==> src/rtl/dpram_host_consts.vh <==
// Constants for the two-port memory host controller.
// Summary of operation
// - Array: select low, flag select high.
// - Hold a strobe high during address changes.
// - Pulse covers turn-off plus set-up when outputs on.
// - Write recovery minimum is zero.
// - Data set-up before end of write: 6 ns.
// - Select held 8 ns; cycle at least 10 ns.
// - Hold write data zero ns after end of write.
// - Wait 5 ns between flag write and read.
// - Slave busy asserted no later than write start.
// - Keep write 8 ns after busy release.
`ifndef DPRAM_HOST_CONSTS_VH
`define DPRAM_HOST_CONSTS_VH
`define ADDR_W 17
`define DATA_W 36
`define FLAG_AW 3
`define CLK_PS 10000
`define T_SETUP_PS 6000
`define T_PULSE_PS 8000
`define T_CYCLE_PS 10000
`define T_HIZ_PS 4000
`define T_ACCESS_PS 10000
`define T_BUSY_DATA_PS 10000
`define T_WR_HOLD_BUSY_PS 8000
`define T_FLAG_WR_RD_PS 5000
`define T_PORT_DATA_PS 22000
`define CNT_W 4
`define CNT_ZERO 4'h0
`define CNT_ONE 4'h1
`define LANES_OFF 4'hf
`endif

==> src/rtl/pin_sync3.v <==
// Three-stage input synchroniser; output changes once stages two and three agree.
`timescale 1ns/10ps
module pin_sync3 #(
  parameter W = 1
) (
  // Clock and reset
  input wire i_sys_clk,
  input wire i_rstn,
  // Data
  input wire [W-1:0] i_async,
  output reg [W-1:0] o_sync
);
  reg [W-1:0] s1_r;
  reg [W-1:0] s2_r;
  reg [W-1:0] s3_r;
  wire [W-1:0] agree;
  genvar g;
  always @(posedge i_sys_clk or negedge i_rstn) begin
    if (!i_rstn) begin
      s1_r <= {W{1'b1}};
      s2_r <= {W{1'b1}};
      s3_r <= {W{1'b1}};
    end else begin
      s1_r <= i_async;
      s2_r <= s1_r;
      s3_r <= s2_r;
    end
  end
  generate
    for (g = 0; g < W; g = g + 1) begin : bit_g
      assign agree[g] = (s2_r[g] == s3_r[g]);
    end
  endgenerate
  // A bit only moves once the two late stages agree, so one glitch never passes.
  always @(posedge i_sys_clk or negedge i_rstn) begin
    if (!i_rstn) begin
      o_sync <= {W{1'b1}};
    end else begin
      o_sync <= (agree & s3_r) | (~agree & o_sync);
    end
  end
endmodule

==> src/rtl/dpram_host.v <==
// Host controller driving one port of the asynchronous two-port memory.
`timescale 1ns/10ps
`include "dpram_host_consts.vh"
module dpram_host (
  // Clock and reset
  input wire i_sys_clk,
  input wire i_rstn,
  // User request
  input wire i_req_valid,
  output wire o_req_ready,
  input wire i_req_write,
  input wire i_req_flag,
  input wire [`ADDR_W-1:0] i_req_addr,
  input wire [`DATA_W-1:0] i_req_wdata,
  input wire [3:0] i_req_lane_n,
  // User answer
  output reg o_rsp_valid,
  output reg [`DATA_W-1:0] o_rsp_rdata,
  output reg o_rsp_busy_seen,
  // Memory port pins
  output reg o_chip_select_n,
  output reg o_flag_select_n,
  output reg o_rw_n,
  output reg o_output_enable_n,
  output reg [3:0] o_byte_lane_enable_n,
  output reg [`ADDR_W-1:0] o_addr,
  input wire [`DATA_W-1:0] i_data,
  output reg [`DATA_W-1:0] o_data,
  output reg o_data_oe,
  input wire i_busy_n
);
  // ----------------------------------------------------------------
  // Cycle counts
  // ----------------------------------------------------------------
  localparam integer SETUP_I = (`T_SETUP_PS + `CLK_PS - 1) / `CLK_PS;
  localparam integer PULSE_A_I = (`T_PULSE_PS + `CLK_PS - 1) / `CLK_PS;
  localparam integer PULSE_B_I = (`T_HIZ_PS + `T_SETUP_PS + `CLK_PS - 1) / `CLK_PS;
  localparam integer PULSE_AB_I = (PULSE_A_I > PULSE_B_I) ? PULSE_A_I : PULSE_B_I;
  localparam integer PULSE_I = (PULSE_AB_I > SETUP_I) ? PULSE_AB_I : SETUP_I;
  localparam integer CYCLE_I = (`T_CYCLE_PS + `CLK_PS - 1) / `CLK_PS;
  localparam integer RECOV_I = (CYCLE_I > PULSE_I) ? CYCLE_I - PULSE_I : `CNT_ONE;
  localparam integer RD_ACC_I = (`T_PORT_DATA_PS + `CLK_PS - 1) / `CLK_PS;
  localparam integer BUSY_HOLD_I = (`T_WR_HOLD_BUSY_PS + `CLK_PS - 1) / `CLK_PS;
  localparam integer FLAG_GAP_I = (`T_FLAG_WR_RD_PS + `CLK_PS - 1) / `CLK_PS;
  localparam integer BUSY_DATA_I = (`T_BUSY_DATA_PS + `CLK_PS - 1) / `CLK_PS;
  localparam [`CNT_W-1:0] PULSE_CYC = PULSE_I[`CNT_W-1:0];
  localparam [`CNT_W-1:0] RECOV_CYC = RECOV_I[`CNT_W-1:0];
  localparam [`CNT_W-1:0] RD_ACC = RD_ACC_I[`CNT_W-1:0];
  localparam [`CNT_W-1:0] BUSY_HOLD_CYC = BUSY_HOLD_I[`CNT_W-1:0];
  localparam [`CNT_W-1:0] FLAG_GAP_CYC = FLAG_GAP_I[`CNT_W-1:0];
  localparam [`CNT_W-1:0] BUSY_DATA_CYC = BUSY_DATA_I[`CNT_W-1:0];

  // ----------------------------------------------------------------
  // States
  // ----------------------------------------------------------------
  localparam [6:0] ST_IDLE = 7'h01;
  localparam [6:0] ST_WRITE = 7'h02;
  localparam [6:0] ST_BUSYW = 7'h04;
  localparam [6:0] ST_READ = 7'h08;
  localparam [6:0] ST_RECOV = 7'h10;
  localparam [6:0] ST_GAP = 7'h20;
  localparam [6:0] ST_ADDR = 7'h40;

  reg [6:0] state_r;
  reg [`CNT_W-1:0] cnt_r;
  reg last_flag_wr_r;
  reg busy_seen_r;
  // The taken request is kept here, so the user may change its inputs at once.
  reg req_write_r;
  reg req_flag_r;
  reg [`DATA_W-1:0] req_wdata_r;
  wire busy_n_s;

  pin_sync3 #(.W(1)) u_busy_sync (
    .i_sys_clk(i_sys_clk),
    .i_rstn(i_rstn),
    .i_async(i_busy_n),
    .o_sync(busy_n_s)
  );

  assign o_req_ready = (state_r == ST_IDLE);

  // Read data waits the longest access, or the busy-to-data time after a busy release if that is longer.
  function [`CNT_W-1:0] read_wait;
    input seen;
    begin
      read_wait = (seen && BUSY_DATA_CYC > RD_ACC) ? BUSY_DATA_CYC : RD_ACC;
    end
  endfunction

  always @(posedge i_sys_clk or negedge i_rstn) begin
    if (!i_rstn) begin
      state_r <= ST_IDLE;
      cnt_r <= `CNT_ZERO;
      last_flag_wr_r <= 1'b0;
      busy_seen_r <= 1'b0;
      o_rsp_valid <= 1'b0;
      o_rsp_rdata <= {`DATA_W{1'b0}};
      o_rsp_busy_seen <= 1'b0;
      o_chip_select_n <= 1'b1;
      o_flag_select_n <= 1'b1;
      o_rw_n <= 1'b1;
      o_output_enable_n <= 1'b1;
      o_byte_lane_enable_n <= `LANES_OFF;
      o_addr <= {`ADDR_W{1'b0}};
      req_write_r <= 1'b0;
      req_flag_r <= 1'b0;
      req_wdata_r <= {`DATA_W{1'b0}};
      o_data <= {`DATA_W{1'b0}};
      o_data_oe <= 1'b0;
    end else begin
      o_rsp_valid <= 1'b0;
      case (state_r)
        ST_IDLE: begin
          if (i_req_valid) begin
            // address moves while every strobe is high
            o_addr <= i_req_addr;
            o_byte_lane_enable_n <= i_req_lane_n;
            req_write_r <= i_req_write;
            req_flag_r <= i_req_flag;
            req_wdata_r <= i_req_wdata;
            busy_seen_r <= 1'b0;
            if (i_req_flag && !i_req_write && last_flag_wr_r) begin
              state_r <= ST_GAP;
              cnt_r <= FLAG_GAP_CYC;
            end else begin
              state_r <= ST_ADDR;
            end
          end
        end
        ST_GAP: begin
          if (cnt_r <= `CNT_ONE) begin
            state_r <= ST_ADDR;
          end else begin
            cnt_r <= cnt_r - `CNT_ONE;
          end
        end
        ST_ADDR: begin
          // The address has settled for a cycle before any select or strobe falls.
          // array or flag selection
          o_chip_select_n <= req_flag_r;
          o_flag_select_n <= ~req_flag_r;
          last_flag_wr_r <= req_write_r & req_flag_r;
          if (req_write_r) begin
            o_rw_n <= 1'b0;
            o_output_enable_n <= 1'b1;
            o_data <= req_wdata_r;
            o_data_oe <= 1'b1;
            state_r <= ST_WRITE;
            cnt_r <= PULSE_CYC;
          end else begin
            o_output_enable_n <= 1'b0;
            state_r <= ST_READ;
            cnt_r <= read_wait(1'b0);
          end
        end
        ST_WRITE: begin
          if (!busy_n_s && !req_flag_r) begin
            busy_seen_r <= 1'b1;
            state_r <= ST_BUSYW;
            cnt_r <= BUSY_HOLD_CYC;
          end else if (cnt_r <= `CNT_ONE) begin
            // data stable past set-up; held past end
            o_rw_n <= 1'b1;
            o_chip_select_n <= 1'b1;
            o_flag_select_n <= 1'b1;
            o_byte_lane_enable_n <= `LANES_OFF;
            state_r <= ST_RECOV;
            cnt_r <= RECOV_CYC;
          end else begin
            cnt_r <= cnt_r - `CNT_ONE;
          end
        end
        ST_BUSYW: begin
          if (!busy_n_s) begin
            cnt_r <= BUSY_HOLD_CYC;
          end else if (cnt_r <= `CNT_ONE) begin
            state_r <= ST_WRITE;
            cnt_r <= `CNT_ONE;
          end else begin
            cnt_r <= cnt_r - `CNT_ONE;
          end
        end
        ST_READ: begin
          if (!busy_n_s && !busy_seen_r) begin
            busy_seen_r <= 1'b1;
          end
          if (!busy_n_s) begin
            cnt_r <= read_wait(1'b1);
          end else if (cnt_r <= `CNT_ONE) begin
            o_rsp_rdata <= i_data;
            o_rsp_valid <= 1'b1;
            o_rsp_busy_seen <= busy_seen_r;
            o_output_enable_n <= 1'b1;
            o_chip_select_n <= 1'b1;
            o_flag_select_n <= 1'b1;
            o_byte_lane_enable_n <= `LANES_OFF;
            state_r <= ST_RECOV;
            cnt_r <= `CNT_ONE;
          end else begin
            cnt_r <= cnt_r - `CNT_ONE;
          end
        end
        ST_RECOV: begin
          o_data_oe <= 1'b0;
          if (cnt_r <= `CNT_ONE) begin
            if (o_data_oe) begin
              o_rsp_valid <= 1'b1;
              o_rsp_busy_seen <= busy_seen_r;
            end
            state_r <= ST_IDLE;
          end else begin
            cnt_r <= cnt_r - `CNT_ONE;
          end
        end
        default: begin
          state_r <= ST_IDLE;
        end
      endcase
    end
  end
endmodule

==> config.mk <==
export PLATFORM = sky130hd
export DESIGN_NAME = dpram_host
export DESIGN_NICKNAME = d
export VERILOG_FILES = /design/src/rtl/pin_sync3.v /design/src/rtl/dpram_host.v
export VERILOG_INCLUDE_DIRS = /design/src /design/src/rtl
export SDC_FILE = /design/constraint.sdc
export NUM_CORES = 1
export LEC_CHECK = 0
export ABC_AREA = 1
export BUFFER_PORTS_ARGS = -buffer_cell sky130_fd_sc_hd__buf_2
export CAP_MARGIN = 20
export CORE_MARGIN = 4
export CORE_UTILIZATION = 51
export CTS_BUF_LIST = sky130_fd_sc_hd__clkbuf_16
export DETAILED_ROUTE_END_ITERATION = 12
export GPL_TIMING_DRIVEN = 0
export PLACE_DENSITY = 0.81
export SYNTH_ARGS = -nofsm -noshare
export SYNTH_HDL_FRONTEND = slang
export SYNTH_SLANG_ARGS = --single-unit
==> constraint.sdc <==
create_clock -name i_sys_clk -period 2.37 [get_ports i_sys_clk]
set_clock_uncertainty 0.1 [all_clocks]
set_input_delay 0.237 -clock i_sys_clk [delete_from_list [all_inputs] [get_ports i_sys_clk]]
set_output_delay 0.237 -clock i_sys_clk [all_outputs]
set_load 0.05 [all_outputs]
==> results.txt <==
status = finished, final reports clean
die area = 0.01471 mm2
fin crit share = 0.8726
Worst Hold Slack = 0.01660 ns
residual DRC count = 0
class of the most critical setup path = flop to flop
PD cells = 1545 mW/mm2
GPL Wtd Cong = 0.8834
DIE HEIGHT = 121.3 um
Tmin final = 2.068 ns
sequential area share after synthesis = 0.5952
Starting Density = 0.5207
register clock-pin slew on the reported worst setup and hold paths = 0.06 ns
CTS tree = yes
cell repeated most along the worst path = inv_1
Mapped Area = 0.006544 mm2
worst skew pair latency = 0.42 ns
CP Data Required Time = 2.57 ns
Min-Delay Path Class = input port to flop
setup violators final = 0
initial antenna violation count = 0
io pins = 200
post-DR wirelength/cell = 14.85 um
grt total ovfl = 0
CTS root buffer = clkbuf_16
Setup Fix Bufs, Post-CTS = 0
1st-pass router iterations = 9
Least-Margin Pin Slew = 0.6679 ns
fin nets = 1,112
DRT iter0 DRCs = 428
crit path buf inv count = 4
max_slew headroom = 0.5547
floorplan core area = 0.01257 mm2
Vias = 5,849
pin count of the biggest net entering global routing = 84
post-route ant nets = 0
total track usage = 0.2509
CP max-delay cell = dfrtp_1
Arrival @ worst endpoint = 2.27 ns
layout cell share with drive strength beyond 1 = 0.2720
hpwl dp = 10.84 mm
final wirelength = 17.75 mm
FP Rows = 41
RSZ-0062 raised after global routing = no
Hold Vio Cnt, Final = 0
Filler cells = 848
Mapped Avg Cell Area = 9.388 um2
FF-to-FF Start = cnt_r[0]$_DFFE_PN0P_
Yosys warning total = 0
Synth-to-Final Area Change = 42.94%
P_leak = 5.187 nW
CTS H-tree depth = 4
fin cells = 1,195
endpoint type of the worst setup path = flop
DP Cell Count = 1,069
final core occ = 0.7443
post-DR vias/cell = 4.895
die width = 121.3 um
CP delay by family, top = buffers and inverters
CTS buffer count = 17
Slowest Stage Delay on Critical Path = 0.42 ns
Critical Path Start = cnt_r[0]$_DFFE_PN0P_
Max Slew Vio Count = 0
max-cap violations = 0
Mapped Cells = 697
Port-buffer cells = 199
CTS sink cnt = 155
number of global-route vias before repair = 6,060
total nets after synthesis = 798
Hold Startpoint = i_req_lane_n[3]
Worst Setup Start Kind = flop
crit path max fanout = 10
Yosys reg bits = 155
CTS Buffer Depth = 2
cell chain of the critical path = inv_1, ha_1, nor2_1, nor2_2, nand3_2, buf_6, buf_12, mux2i_1, inv_1
Fmax = 483.5 MHz
Max IR drop VDD = 0.8839 mV
first-pass GRT wire length = 28.94 mm
synth unique cells = 32
==> report_power, final <==
part           internal [mW]  leakage (nW)  total, mW  switching [mW]
sequential              3.93          1.90       4.56           0.633
combinational           1.73          2.98       7.05            5.33
clock                   1.83         0.313       2.84            1.00
==> logic make-up (layout without fill, tap and decap cells) <==
kind of cell	Yosys count	in the layout	share of synthesized area
other	0	1	0
AND/OR/NAND/NOR	282	282	0.1816
adder cells (fa/ha/maj)	3	3	0.005353
AO/OA/AOI/OAI	97	97	0.07591
multiplexers	36	36	0.05507
buffers and inverters	123	448	0.08547
flip-flops	155	155	0.5952
XOR/XNOR	1	1	0.001339
==> placed cells by master (no fill, tap or decap), types with 4 or more instances in the layout <==
cell / netlist / routed
buf_2: 8 / 206
nand2_1: 205 / 205
dfrtp_1: 142 / 142
inv_1: 96 / 100
dlygate4sd3_1: 0 / 95
o21ai_0: 75 / 75
nor2_1: 37 / 37
mux2i_1: 36 / 36
clkbuf_16: 0 / 17
nand3_1: 16 / 16
dfstp_2: 13 / 13
o21ai_1: 12 / 12
clkbuf_1: 7 / 7
a21oi_1: 6 / 6
buf_6: 5 / 6
nor2_4: 5 / 5
nor2_2: 5 / 5
bufinv_16: 0 / 5
nand2_2: 4 / 4
==> worst paths after layout <==
check	depth (start not counted)	to	slack (ns)
hold / removal	3	o_byte_lane_enable_n[3]$_DFFE_PN1P_	0.02
max in group asynchronous	3	u_busy_sync.s2_r$_DFF_PN1_	1.04
min in group asynchronous	2	o_rsp_rdata[18]$_DFFE_PN0P_	0.28
hold reg to reg	0	u_busy_sync.s2_r$_DFF_PN1_	0.26
setup reg to reg	9	o_rsp_rdata[33]$_DFFE_PN0P_	0.30
setup / recovery	9	o_rsp_rdata[33]$_DFFE_PN0P_	0.30
==> routing by layer <==
metal / part of all wire / GRT usage / up-vias
met1: 0.39 / 0.2976 / 2784
met3: 0.064 / 0.07040 / 37
met4: 0.021 / 0.09244 / 0
li1: - / - / 2791
met2: 0.52 / 0.4359 / 237
met5: 0 / 0 / -
==> synthesized netlist by cell type, drive strengths merged <==
library cell  number  share of area
nand3             18          0.015
nand2            211           0.12
clkinv             1        0.00076
xor2               1         0.0013
nor2              47          0.035
ha                 2         0.0038
maj3               1         0.0015
buf               16          0.024
nand4              3         0.0029
a21oi              6         0.0046
o31ai              1         0.0011
dfstp             13          0.052
o21ai             88          0.068
nand3b             1         0.0017
inv               99          0.057
a31oi              1        0.00096
clkbuf             7         0.0040
mux2i             36          0.055
dfrtp            142           0.54
o31a               1         0.0013
nor3               2         0.0023
==> sequential cells by signal (all words and copies together), names as in the netlist, named ones only <==
register and count:
busy_seen_r 1, req_flag_r 1, o_chip_select_n 1, req_wdata_r 36, o_flag_select_n 1, u_busy_sync.s3_r 1
o_data 36, u_busy_sync.s1_r 1, o_rsp_valid 1, o_output_enable_n 1, o_byte_lane_enable_n 4, o_rsp_busy_seen 1
req_write_r 1, o_rsp_rdata 36, u_busy_sync.s2_r 1, state_r 7, o_rw_n 1, o_data_oe 1
o_addr 17, cnt_r 4, last_flag_wr_r 1
==> area by class of cell <==
class	instances	area, um2	area share
Antenna cell	1	2.502	0.0002675
Buffer	23	182.7	0.01953
Clock buffer	17	425.4	0.04548
Clock inverter	13	186.4	0.01993
Inverter	100	376.6	0.04026
Multi-Input combinational cell	419	2090	0.2234
Sequential cell	155	3895	0.4164
Tap cell	172	215.2	0.02301
Timing Repair Buffer	295	1981	0.2117
==> worst register-to-register path: cells and delay by family (launching register included) <==
kind                       cells  cell delay, ns
buffers and inverters          4            0.54
and+or+nand+nor                3            0.49
DFF                            1            0.42
adders and majority gates      1            0.22
muxes                          1            0.19
==> metrics by stage <==
| step | setup WS [ns] | area, um2 | power (mW) | setup TNS, ns |
|---|---|---|---|---|
| 5_1_grt | 0.1463 | 9351 | 15.28 | 0 |
| 3_3_place_gp | -1.264 | 7755 | 11.21 | -182.81 |
| 2_1_floorplan | 0.6070 | 6544 | 9.661 | 0 |
| 6_report | 0.3019 | 9354 | 14.45 | 0 |
| 4_1_cts | 0.3425 | 9351 | 14.39 | 0 |
| 3_5_place_dp | 0.3528 | 7789 | 11.38 | 0 |
==> what timing repair did <==
| item | 4_1_cts | 5_1_grt |
|---|---|---|
| hold endpoints to repair | 157 | 0 |
| hold buffers | 95 | 0 |
| resized for setup | 0 | 0 |
(Power assumes the default switching activity.)
